$ cat config.mk
export PLATFORM = sky130hd
export DESIGN_NAME = esp_serial_port
export DESIGN_NICKNAME = d
export VERILOG_FILES = /design/src/include/esp_pkg.sv /design/src/design/esp_serial_port.sv
export SDC_FILE = /design/constraint.sdc
export NUM_CORES = 1
export LEC_CHECK = 0
export BUFFER_PORTS_ARGS = -buffer_cell sky130_fd_sc_hd__buf_4
export CORE_UTILIZATION = 53
export DETAILED_ROUTE_END_ITERATION = 10
export PLACE_DENSITY = 0.82
export SKIP_LAST_GASP = 1
export SLEW_MARGIN = 20
export SYNTH_ARGS = -nofsm -noshare
export SYNTH_HDL_FRONTEND = slang
export SYNTH_SLANG_ARGS = --single-unit
$ cat constraint.sdc
create_clock -name mclk -period 2.1 [get_ports mclk]
set_input_delay 0.105 -clock mclk [delete_from_list [all_inputs] [get_ports mclk]]
set_output_delay 0.105 -clock mclk [all_outputs]
set_load 0.02 [all_outputs]
$ cat src/include/esp_pkg.sv
// Purpose: constants shared by the enhanced serial port transmitter and autobaud logic
// Assumes: 8-bit register port, mclk acts as the oscillator clock
// Notes:   register offsets and bit positions are used by the design and the bench
package esp_pkg;

    // Register indices on the 3-bit address port
    localparam logic [2:0] ADDR_TX_STATUS   = 3'h0;
    localparam logic [2:0] ADDR_PORT_CTRL   = 3'h1;
    localparam logic [2:0] ADDR_BAUD_CTRL   = 3'h2;
    localparam logic [2:0] ADDR_DIV_LOW     = 3'h3;
    localparam logic [2:0] ADDR_DIV_HIGH    = 3'h4;
    localparam logic [2:0] ADDR_TX_BUFFER   = 3'h5;
    localparam logic [2:0] ADDR_RX_BUFFER   = 3'h6;
    localparam logic [2:0] ADDR_REQUEST     = 3'h7;

    // transmit_status_control bits
    localparam int BIT_NINE_BIT      = 6;
    localparam int BIT_TX_ENABLE     = 5;
    localparam int BIT_SYNC_MODE     = 4;
    localparam int BIT_HIGH_SPEED    = 2;
    localparam int BIT_SHIFT_EMPTY   = 1;
    localparam int BIT_NINTH_VALUE   = 0;
    // port control bits
    localparam int BIT_PORT_ENABLE   = 7;
    // baud_control_reg bits
    localparam int BIT_ABD_OVERFLOW  = 7;
    localparam int BIT_WIDE_DIVISOR  = 3;
    localparam int BIT_WAKE_ON_BREAK = 1;
    localparam int BIT_AUTOBAUD_ARM  = 0;
    // peripheral_request_reg_one bits
    localparam int BIT_RX_FLAG       = 5;
    localparam int BIT_TX_EMPTY_FLAG = 4;

    localparam logic [7:0] RESET_BYTE = 8'h00;

    // Oscillator clocks per divisor step, minus one
    localparam logic [9:0] PRESC_X64  = 10'h03F;
    localparam logic [9:0] PRESC_X16  = 10'h00F;
    localparam logic [9:0] PRESC_X4   = 10'h003;
    // Calibration counter runs eight times slower
    localparam int         ABD_SLOW_SHIFT = 3;

    // Frame bit counts after the start bit (data plus stop)
    localparam logic [3:0] BITS_EIGHT = 4'h9;
    localparam logic [3:0] BITS_NINE  = 4'hA;
    // Rising edges already counted when the next rise ends calibration (first edge counted as one)
    localparam logic [2:0] ABD_LAST_EDGE = 3'h4;
    localparam logic [15:0] DIV_MAX = 16'hFFFF;

    typedef enum logic [0:0] {
        TX_IDLE  = 1'b0,
        TX_SHIFT = 1'b1
    } esp_tx_state_t;

    typedef enum logic [2:0] {
        ABD_OFF      = 3'b000,
        ABD_BRK_WAIT = 3'b001,
        ABD_BRK_LOW  = 3'b010,
        ABD_START    = 3'b011,
        ABD_FIRST    = 3'b100,
        ABD_COUNT    = 3'b101
    } esp_abd_state_t;

endpackage

$ cat src/design/esp_serial_port.sv
// Purpose: asynchronous serial transmitter with baud generator and autobaud calibration
// Assumes: synchronous rx_line input, register port with read data one cycle later
// Notes:   receiver data path is outside this block; only its flag is kept here
//
// The strobed register port and the register offsets were chosen for this implementation.
`timescale 1ns/1ps
`default_nettype none

module esp_serial_port
    import esp_pkg::*;
(
    // Clock and reset
    input  wire logic       mclk,
    input  wire logic       reset,
    // Register port
    input  wire logic [2:0] addr,
    input  wire logic [7:0] wdata,
    input  wire logic       wr,
    input  wire logic       rd,
    output logic      [7:0] rdata,
    // Serial lines
    input  wire logic       rx_line,
    output logic            tx_line
);

    function automatic logic [9:0] presc_len(input logic wide, input logic hs,
                                             input logic slow);
        logic [9:0] len;
        len = PRESC_X64;
        case ({wide, hs})
            2'b01:   len = PRESC_X16;
            2'b10:   len = PRESC_X16;
            2'b11:   len = PRESC_X4;
            default: len = PRESC_X64;
        endcase
        if (slow) begin
            len = 10'(((len + 10'h001) << ABD_SLOW_SHIFT) - 10'h001);
        end
        return len;
    endfunction

    function automatic logic wr_at(input logic [2:0] a, input logic w,
                                   input logic [2:0] target);
        return w && (a == target);
    endfunction

    // Control registers
    logic       nine_bit_tx_enable;
    logic       transmit_enable;
    logic       sync_mode;
    logic       high_speed_baud_select;
    logic       tx_ninth_bit_value;
    logic       serial_port_enable;
    logic       wide_divisor_select;
    logic       wake_on_break_enable;
    logic       autobaud_arm;
    logic       autobaud_overflow_flag;
    logic [7:0] baud_divisor_low;
    logic [7:0] baud_divisor_high;
    // Transmit path
    logic [7:0]    transmit_buffer;
    logic          tx_ninth_latched;
    logic          buf_full;
    logic          transmit_buffer_empty_flag;
    logic          receive_flag;
    logic          transmit_enable_prev;
    esp_tx_state_t tx_state;
    logic [9:0]    transmit_shift_reg;
    logic [3:0]    bits_left;
    // Baud generator and calibration
    logic [9:0]     presc_cnt;
    logic [15:0]    div_cnt;
    esp_abd_state_t abd_state;
    logic [2:0]     edge_cnt;
    logic           rx_prev;

    logic        async_on;
    logic        abd_counting;
    logic        presc_tick;
    logic        bit_tick;
    logic        tx_load;
    logic        buf_write;
    logic        rx_rise;
    logic        rx_fall;
    logic        abd_done;
    logic        abd_arm_write;
    logic [15:0] divisor;
    logic [9:0]  presc_end;

    assign async_on      = serial_port_enable && !sync_mode;
    assign divisor       = wide_divisor_select ? {baud_divisor_high, baud_divisor_low}
                                               : {8'h00, baud_divisor_low};
    assign abd_counting  = (abd_state == ABD_COUNT);
    assign presc_end     = presc_len(wide_divisor_select, high_speed_baud_select,
                                     abd_counting);
    assign presc_tick    = (presc_cnt == presc_end);
    assign bit_tick      = presc_tick && (div_cnt == 16'h0000);
    assign rx_rise       = rx_line && !rx_prev;
    assign rx_fall       = !rx_line && rx_prev;
    assign abd_done      = abd_counting && rx_rise && (edge_cnt == ABD_LAST_EDGE);
    assign abd_arm_write = wr_at(addr, wr, ADDR_BAUD_CTRL) && wdata[BIT_AUTOBAUD_ARM]
                           && !autobaud_arm;
    assign buf_write     = wr_at(addr, wr, ADDR_TX_BUFFER) && !autobaud_arm;
    assign tx_load       = (tx_state == TX_IDLE) && buf_full && async_on
                           && transmit_enable && !autobaud_arm;

    // Configuration bits
    always_ff @(posedge mclk) begin
        if (reset) begin
            nine_bit_tx_enable     <= 1'b0;
            transmit_enable        <= 1'b0;
            sync_mode              <= 1'b0;
            high_speed_baud_select <= 1'b0;
            tx_ninth_bit_value     <= 1'b0;
            serial_port_enable     <= 1'b0;
            wide_divisor_select    <= 1'b0;
            wake_on_break_enable   <= 1'b0;
        end else begin
            if (wr_at(addr, wr, ADDR_TX_STATUS)) begin
                nine_bit_tx_enable     <= wdata[BIT_NINE_BIT];
                transmit_enable        <= wdata[BIT_TX_ENABLE];
                sync_mode              <= wdata[BIT_SYNC_MODE];
                high_speed_baud_select <= wdata[BIT_HIGH_SPEED];
                tx_ninth_bit_value     <= wdata[BIT_NINTH_VALUE];
            end
            if (wr_at(addr, wr, ADDR_PORT_CTRL)) begin
                serial_port_enable <= wdata[BIT_PORT_ENABLE];
            end
            if (wr_at(addr, wr, ADDR_BAUD_CTRL)) begin
                wide_divisor_select  <= wdata[BIT_WIDE_DIVISOR];
                wake_on_break_enable <= wdata[BIT_WAKE_ON_BREAK];
            end
        end
    end

    // Arm bit and overflow flag; hardware clear of arm and set of overflow win over software
    always_ff @(posedge mclk) begin
        if (reset) begin
            autobaud_arm           <= 1'b0;
            autobaud_overflow_flag <= 1'b0;
        end else begin
            if (abd_done) begin
                autobaud_arm <= 1'b0;
            end else if (wr_at(addr, wr, ADDR_BAUD_CTRL)) begin
                autobaud_arm <= wdata[BIT_AUTOBAUD_ARM];
            end
            if (abd_counting && presc_tick && ({baud_divisor_high, baud_divisor_low}
                                               == DIV_MAX)) begin
                autobaud_overflow_flag <= 1'b1;
            end else if (wr_at(addr, wr, ADDR_BAUD_CTRL)) begin
                autobaud_overflow_flag <= wdata[BIT_ABD_OVERFLOW];
            end
        end
    end

    // Divisor bytes: software load, cleared on arm, counter while calibrating
    always_ff @(posedge mclk) begin
        if (reset) begin
            baud_divisor_low  <= RESET_BYTE;
            baud_divisor_high <= RESET_BYTE;
        end else if (abd_arm_write) begin
            baud_divisor_low  <= RESET_BYTE;
            baud_divisor_high <= RESET_BYTE;
        end else if (abd_counting && presc_tick) begin
            // Full 16-bit count whatever the width select; wraps to zero
            {baud_divisor_high, baud_divisor_low} <=
                16'({baud_divisor_high, baud_divisor_low} + 16'h0001);
        end else begin
            if (wr_at(addr, wr, ADDR_DIV_LOW)) begin
                baud_divisor_low <= wdata;
            end
            if (wr_at(addr, wr, ADDR_DIV_HIGH)) begin
                baud_divisor_high <= wdata;
            end
        end
    end

    // Baud generator; restarted at each frame so bit times are whole
    always_ff @(posedge mclk) begin
        if (reset || abd_arm_write) begin
            presc_cnt <= 10'h000;
            div_cnt   <= 16'h0000;
        end else if (tx_load) begin
            // Start bit gets a full bit time, not a single step
            presc_cnt <= 10'h000;
            div_cnt   <= divisor;
        end else if (presc_tick) begin
            presc_cnt <= 10'h000;
            div_cnt   <= (div_cnt == 16'h0000) ? divisor : 16'(div_cnt - 16'h0001);
        end else begin
            presc_cnt <= 10'(presc_cnt + 10'h001);
        end
    end

    // Transmit buffer
    always_ff @(posedge mclk) begin
        if (reset) begin
            transmit_buffer  <= RESET_BYTE;
            tx_ninth_latched <= 1'b0;
            buf_full         <= 1'b0;
        end else if (buf_write) begin
            transmit_buffer  <= wdata;
            tx_ninth_latched <= tx_ninth_bit_value;
            buf_full         <= 1'b1;
        end else if (tx_load) begin
            buf_full <= 1'b0;
        end
    end

    // Buffer-empty flag lags the buffer by one cycle; no software clear
    always_ff @(posedge mclk) begin
        if (reset) begin
            transmit_enable_prev                  <= 1'b0;
            transmit_buffer_empty_flag <= 1'b0;
        end else begin
            transmit_enable_prev                  <= transmit_enable;
            transmit_buffer_empty_flag <= transmit_enable
                                          && (!buf_full || !transmit_enable_prev);
        end
    end

    // Transmit shift machine
    always_ff @(posedge mclk) begin
        if (reset || !async_on) begin
            tx_state           <= TX_IDLE;
            transmit_shift_reg <= 10'h3FF;
            bits_left          <= 4'h0;
            tx_line            <= 1'b1;
        end else begin
            case (tx_state)
                TX_IDLE: begin
                    tx_line <= 1'b1;
                    if (tx_load) begin
                        tx_state  <= TX_SHIFT;
                        tx_line   <= 1'b0;
                        // Ninth bit is plain data; no parity is formed here
                        transmit_shift_reg <= nine_bit_tx_enable
                            ? {1'b1, tx_ninth_latched, transmit_buffer}
                            : {2'b11, transmit_buffer};
                        bits_left <= nine_bit_tx_enable ? BITS_NINE : BITS_EIGHT;
                    end
                end
                TX_SHIFT: begin
                    if (bit_tick) begin
                        if (bits_left == 4'h0) begin
                            tx_state <= TX_IDLE;
                        end else begin
                            tx_line            <= transmit_shift_reg[0];
                            transmit_shift_reg <= {1'b1, transmit_shift_reg[9:1]};
                            bits_left          <= 4'(bits_left - 4'h1);
                        end
                    end
                end
                default: tx_state <= TX_IDLE;
            endcase
        end
    end

    // Calibration machine
    always_ff @(posedge mclk) begin
        if (reset) begin
            rx_prev   <= 1'b1;
            abd_state <= ABD_OFF;
            edge_cnt  <= 3'h0;
        end else begin
            rx_prev <= rx_line;
            if (!autobaud_arm || sync_mode) begin
                abd_state <= ABD_OFF;
            end else begin
                case (abd_state)
                    ABD_OFF: begin
                        abd_state <= wake_on_break_enable ? ABD_BRK_WAIT
                                                          : ABD_START;
                    end
                    ABD_BRK_WAIT: if (rx_fall) begin
                        abd_state <= ABD_BRK_LOW;
                    end
                    ABD_BRK_LOW: if (rx_rise) begin
                        abd_state <= ABD_START;
                    end
                    ABD_START: if (rx_fall) begin
                        abd_state <= ABD_FIRST;
                    end
                    ABD_FIRST: if (rx_rise) begin
                        abd_state <= ABD_COUNT;
                        edge_cnt  <= 3'h1;
                    end
                    ABD_COUNT: if (rx_rise) begin
                        if (abd_done) begin
                            abd_state <= ABD_OFF;
                        end
                        edge_cnt <= 3'(edge_cnt + 3'h1);
                    end
                    default: abd_state <= ABD_OFF;
                endcase
            end
        end
    end

    // Receive flag: set at calibration end, cleared by buffer read
    always_ff @(posedge mclk) begin
        if (reset) begin
            receive_flag <= 1'b0;
        end else if (abd_done) begin
            receive_flag <= 1'b1;
        end else if (rd && (addr == ADDR_RX_BUFFER)) begin
            receive_flag <= 1'b0;
        end
    end

    // Read data, one cycle after the strobe
    always_ff @(posedge mclk) begin
        if (reset || !rd) begin
            rdata <= 8'h00;
        end else begin
            case (addr)
                ADDR_TX_STATUS: rdata <= {1'b0, nine_bit_tx_enable, transmit_enable,
                                          sync_mode, 1'b0, high_speed_baud_select,
                                          (tx_state == TX_IDLE),
                                          tx_ninth_bit_value};
                ADDR_PORT_CTRL: rdata <= {serial_port_enable, 7'h00};
                ADDR_BAUD_CTRL: rdata <= {autobaud_overflow_flag, 3'h0, wide_divisor_select,
                                          1'b0, wake_on_break_enable, autobaud_arm};
                ADDR_DIV_LOW:   rdata <= baud_divisor_low;
                ADDR_DIV_HIGH:  rdata <= baud_divisor_high;
                ADDR_REQUEST:   rdata <= {2'b00, receive_flag,
                                          transmit_buffer_empty_flag, 4'h0};
                default:        rdata <= 8'h00;
            endcase
        end
    end
endmodule

`default_nettype wire

Yosys cells after proc, flatten, opt, wreduce, memory -nomap -nowiden --
Cells that the tools add are included.
Storage, ports and cells: flip-flop bits (word level) 96, bits of input ports 16, output and inout bits 9, logic and storage cells 166
Operators by class: $add $sub $neg 7, eq/ne operators 27, mux-type cells 46, bitwise operators 2, reductions and logical operators 56
Operators by type and width (count):
- $mux W16 | 4
- $pmux W8 S6 | 1
- $mux W10 | 4
- $mux W8 | 4
- $mux W3 | 8
- $logic_and A1 B1 Y1 | 23
- $eq A3 B3 Y1 const B | 7
- $pmux W10 S2 | 1
- $pmux W3 S6 | 1
- $add A16 B1 Y16 const B | 1
- $eq A16 B16 Y1 const B | 1
- $logic_not A16 Y1 | 1
- $sub A16 B1 Y16 const B | 1
- $reduce_bool A2 Y1 | 7
- $eq A3 B2 Y1 const B | 4
- $mux W1 | 12
- $mux W4 | 3
- $ne A2 B2 Y1 const B | 6
- $pmux W6 S2 | 1
- $add A10 B1 Y10 const B | 1
- $eq A10 B10 Y1 | 1
- $sub A10 B1 Y10 const B | 1
- $mux W9 | 1
- $logic_not A1 Y1 | 8
- 21 further kinds | 36

Depth between registers and ports, before layout --
depth after elaboration 10, depth in mapped cells 9, gate-level depth less buffers 8

Least setup slack after synthesis --
No wires, ideal clock.
path kind reg2reg, start point register div_cnt[0], end point register div_cnt[10], library setup time 59 ps, data arrival time 2087 ps, required time 2041 ps, path slack -46 ps, cell stages (with the launch flop) 8, path buffers 0, period minus slack after synthesis 2146 ps, cells stage by stage dfxtp_1 -> inv_1 -> ha_1 -> nor3b_1 -> nand3_1 -> or3_1 -> a2111oi_0 -> a31o_2
On the way: word-level cells in the longest chain between the ends 4, elaborated cells between the ends (all ways) 5, classes of those cells add/sub: 1; mux: 3; reduce/logical: 1
RTL lines:
- start, declared | RTL line esp_serial_port.sv:72 | logic [15:0] div_cnt;
- start signal, assigned | RTL line esp_serial_port.sv:186 | div_cnt <= divisor;
- start signal, assigned | RTL line esp_serial_port.sv:189 | div_cnt <= (div_cnt == 16'h0000) ? divisor : 16'(div_cnt - 16'h0001);
- $sub A16 B1 Y16 / $logic_not A16 Y1 (equally long branches) | RTL line esp_serial_port.sv:189
- $mux W16 * | RTL line esp_serial_port.sv:189
- $mux W16 * | RTL line esp_serial_port.sv:187 | end else if (presc_tick) begin
- $mux W16 * | RTL line esp_serial_port.sv:183 | end else if (tx_load) begin
Every way passes the cells marked *; elsewhere a longest branch is shown, timed or not. The select of a mux whose other input is x is not followed. A chain may end at the register's enable or synchronous reset.

Worst setup path in the final report --
start point register div_cnt[7], end point register bits_left[3]
On the way: word-level cells in the longest chain between the ends 4
RTL lines:
- $logic_not A16 Y1 | RTL line esp_serial_port.sv:97 | assign bit_tick = presc_tick && (div_cnt == 16'h0000);
- $logic_and A1 B1 Y1 | RTL line esp_serial_port.sv:97
- $ne A2 B1 Y1 (no line)
- $reduce_and A3 Y1 (no line)
- end signal, assigned | RTL line esp_serial_port.sv:240 | bits_left <= nine_bit_tx_enable ? BITS_NINE : BITS_EIGHT;
- end signal, assigned | RTL line esp_serial_port.sv:250 | bits_left <= 4'(bits_left - 4'h1);
- end, declared | RTL line esp_serial_port.sv:69 | logic [3:0] bits_left;
No other way between the ends.

==> results.md <==
* Flop pwr share at 0.522
* End of the critical path: bits_left[3]$_SDFFE_PP0P_
* Number of warning messages in the yosys log at 0
* Violated checks: setup timing
* Largest net degree at the start of global routing at 31
* Largest register FFs at 16
* Setup TNS at -1.605 ns
* Yosys cell types at 72
* Fraction of layout instances using a drive strength above 1 at 0.2872
* Tightest hold margin at 0.02593 ns
* Prevailing post-synth register cell: dfxtp_1
* Final HPWL DP at 10800 um
* Worst-path cell with the longest stage delay: a2111oi_2
* List of cells traversed by the critical path: nor3_1 > and4_1 > buf_4 > buf_4 > nand4_1 > a21oi_1 > a21oi_2 > a2111oi_2
* Number of nets in the finished design at 785
* Vias in the first global route at 5180
* Std-Cell Rows at 36
* Power share of the combinational group at 0.075
* Number of buffers between clock root and the deepest sink at 2
* Path length in cells of the critical path at 8
* R2R Path Start: div_cnt[7]$_SDFFE_PP0P_
* Final slew viol count at 0
* Count of final hold-check violations at 0
* Number of nets produced by synthesis at 697
* Max_slew headroom at 0.5720
* Cell family with most CP delay: simple AND/OR/NAND/NOR gates
* Number of synthesized register bits at 95
* Final cell area excluding filler cells at 6903 um^2
* DRT Pass-1 Iters at 5
* Most repeated library cell on the critical path: buf_4
* Classification of the worst setup path: reg -> reg
* Final worst clock skew at 0.01699 ns
* Vias after detailed routing at 5912
* Internal power component at 0.002636 W
* Chip Width at 102.8 um
* Gate Count Post-Synth at 673
* Die outline area at 10570 um^2
* Maximum achievable frequency at 448.3 MHz
* Startpoint class of the critical path: flip-flop
* Starting density of the core at 0.5485
* Number of H-tree levels at 3
* Share of the yosys chip area belonging to registers at 0.3531
* Share of flip-flops with an asynchronous set or reset at 0
* Clock input transition at the sequential cells of the worst setup and hold paths at 0.10 ns
* Remaining antenna violation count at 0
* Mapped Area at 5386 um^2
* Hold depth at 3
* Count of final setup violators at 27
* Number of input and output port buffers inserted at 24
* Worst Reg2Reg Path Length in Cells at 8
* Final critical-path share of the clock period at 1.062
* Worst Path Arrival at 2.51 ns
* Endpoint of the worst-slack reg-to-reg timing path: bits_left[3]$_SDFFE_PP0P_
* Setup slack after layout at -0.1305 ns
* Area of the placeable core at 9819 um^2
* Buffer and inverter count on the worst path at 2
* Critical path peak fanout at 2
* Average detailed-routed wire length per instance at 19.98 um
* Filler instances at 716
* Antenna violations before repair at 0
* TritonCTS buffer count at 9
* Diode insertion count for antenna repair at 0
* Kind of end point of the critical path: flip-flop
* Remaining global-route overflow at 0
* Worst path required time at 2.38 ns
* Unrepaired setup endpoints after global routing: yes
* Detailed Route WL at 17960 um
* Crit path time final at 2.230 ns
* Initial detailed-routing violation count at 537
* First-pass GRT wire length at 25420 um
* Share of total power consumed by net switching at 0.2550
* Sink count of the clock tree at 95
* CTS tree: built
* Source of the critical timing path: div_cnt[7]$_SDFFE_PP0P_
* Worst reg-to-reg setup slack at -0.13 ns
* Power per Cell Area at 512.5 nW/um^2
* Die Y-Extent at 102.8 um
* Status: complete, but fails checks
* Transition time of the tightest slew-check pin at 0.6397 ns
* Number of enable-type register cells in the synthesized netlist at 0
* Clock tree root buffer cell: clkbuf_8
* Max-capacitance violation count at 0
* Number of remaining DRC errors at 0
* Delay contributed by the slowest stage of the critical path at 0.35 ns
* Placement Cell Area at 6187 um^2
* Clock latency on the worst-skew pair at 0.39 ns
* Global placer's final weighted congestion at 0.9660
* Global-route total usage across every layer at 0.3096
* Type of the most critical hold path: in -> reg
* Vias per std cell at 6.576
* Mean Syn Cell Area at 8.004 um^2
* Largest vdd supply drop at 0.4601 mV
* Number of placed I/O pins at 25
* Signed area change from the synthesized netlist to the final layout at 28.15%
* Clock network power share at 0.403
* Leakage Power at 2.459 nW
* Switching power summed over all nets at 0.0009021 W
==> tightest hold or removal path, stage by stage <==
cell,delay (ns)
buf_4,0.12
mux2i_1,0.07
nor2_1,0.07
==> cells in the mapped netlist (all sizes together), types with 7 or more instances <==
master / number / share of area
and3: 10 / 0.012
nand3: 54 / 0.050
nor2: 89 / 0.062
or2: 7 / 0.0081
a22oi: 7 / 0.0098
nor3: 18 / 0.018
buf: 17 / 0.017
mux2i: 30 / 0.056
nand2: 38 / 0.026
and2: 11 / 0.014
nand4: 12 / 0.014
a211oi: 13 / 0.018
o31ai: 11 / 0.016
dfxtp: 95 / 0.35
nor2b: 13 / 0.015
a21oi: 35 / 0.033
a31oi: 27 / 0.031
nor4: 12 / 0.017
nand2b: 8 / 0.0093
ha: 8 / 0.019
o21ai: 18 / 0.019
inv: 16 / 0.011
clkbuf: 30 / 0.021
==> cells by family (layout without fill, tap and decap cells) <==
kind of cell             Yosys count  after routing  synth area share
AND/OR/NAND/NOR                  296            299            0.2799
AO/OA/AOI/OAI                    166            167            0.2170
flip-flops                        95             95            0.3531
buffers and inverters             63            152           0.04901
multiplexers                      35             35           0.06620
XOR/XNOR                          10             10           0.01626
adder cells (fa/ha/maj)            8              8           0.01858
==> area by class of cell <==
class	instances	area, um^2	area share
Tap cell	133	166.4	0.02411
Timing Repair Buffer	120	943.4	0.1367
Inverter	16	60.06	0.008700
Clock inverter	6	90.09	0.01305
Clock buffer	10	137.6	0.01994
Multi-Input combinational cell	519	3592	0.5204
Sequential cell	95	1913	0.2771
==> routing by layer <==
| layer | track usage | vias up | share of wire |
|---|---|---|---|
| li1 | - | 2647 | - |
| met4 | 0.1376 | 0 | 0.058 |
| met2 | 0.5056 | 421 | 0.46 |
| met3 | 0.05898 | 107 | 0.097 |
| met5 | 0 | - | 0 |
| met1 | 0.3983 | 2737 | 0.38 |
==> power groups by stage <==
| stage | clock network, W | logic, W | registers, W |
|---|---|---|---|
| global placement | 0 | 0.000226 | 0.00188 |
| detailed placement | 0 | 0.000232 | 0.00189 |
| CTS | 0.00142 | 0.000235 | 0.00184 |
| global route | 0.00150 | 0.000282 | 0.00185 |
| floorplan | 0 | 0.000142 | 0.00188 |
| finish | 0.00142 | 0.000266 | 0.00185 |
==> layout by cell type, fill, tap and decap left out, types with 6 or more instances in the layout <==
| cell type | synthesis | layout |
|---|---|---|
| nand3b_1 | 6 | 6 |
| o211ai_1 | 6 | 6 |
| nand4_1 | 12 | 12 |
| and2_4 | 2 | 6 |
| o21ai_0 | 15 | 15 |
| and3_1 | 10 | 9 |
| and2_1 | 9 | 8 |
| a21oi_1 | 34 | 31 |
| clkbuf_8 | 0 | 10 |
| a211o_1 | 6 | 6 |
| or2_2 | 6 | 6 |
| o31ai_2 | 1 | 7 |
| nor2b_1 | 13 | 13 |
| a22oi_1 | 7 | 7 |
| mux2i_1 | 30 | 30 |
| nor4_1 | 11 | 6 |
| ha_1 | 8 | 6 |
| dfxtp_2 | 0 | 6 |
| buf_4 | 2 | 113 |
| nand2b_1 | 8 | 7 |
| nor2_1 | 89 | 88 |
| nor3_1 | 17 | 13 |
| nand2_1 | 38 | 35 |
| a31oi_1 | 27 | 27 |
| nand3_1 | 54 | 53 |
| inv_1 | 15 | 15 |
| dfxtp_1 | 95 | 88 |
| a211oi_1 | 13 | 11 |
==> what timing repair did <==
action	CTS	global route
buffers inserted	2	10
endpoints found under the hold margin	1	0
hold buffers	1	0
setup endpoints to repair	51	58
resized for setup	14	63
gates cloned	0	4
pin swaps	3	13
==> worst min-delay path by stage <==
stage,start,endpoint,slack [ns]
2_1_floorplan,rx_line,rx_prev$_SDFF_PP1_,0.21
3_3_place_gp,rx_line,rx_prev$_SDFF_PP1_,0.32
3_5_place_dp,rx_line,rx_prev$_SDFF_PP1_,0.32
4_1_cts,wdata[2],transmit_buffer[2]$_SDFFE_PP0P_,0.01
5_1_grt,wdata[2],high_speed_baud_select$_SDFFE_PP0P_,0.02
6_report,wdata[2],transmit_buffer[2]$_SDFFE_PP0P_,0.03
==> metrics by stage <==
step	total power, W	worst slack (ns)	util	instances
2_1_floorplan	0.002023	0.006093	-	673
3_3_place_gp	0.002110	-0.2483	0.6301	866
3_5_place_dp	0.002117	-0.2925	0.6301	866
4_1_cts	0.003502	-0.02372	0.6614	885
5_1_grt	0.003631	-0.1741	0.7030	899
6_report	0.003538	-0.1305	0.7030	899
Power figures use the tool's default switching activity.
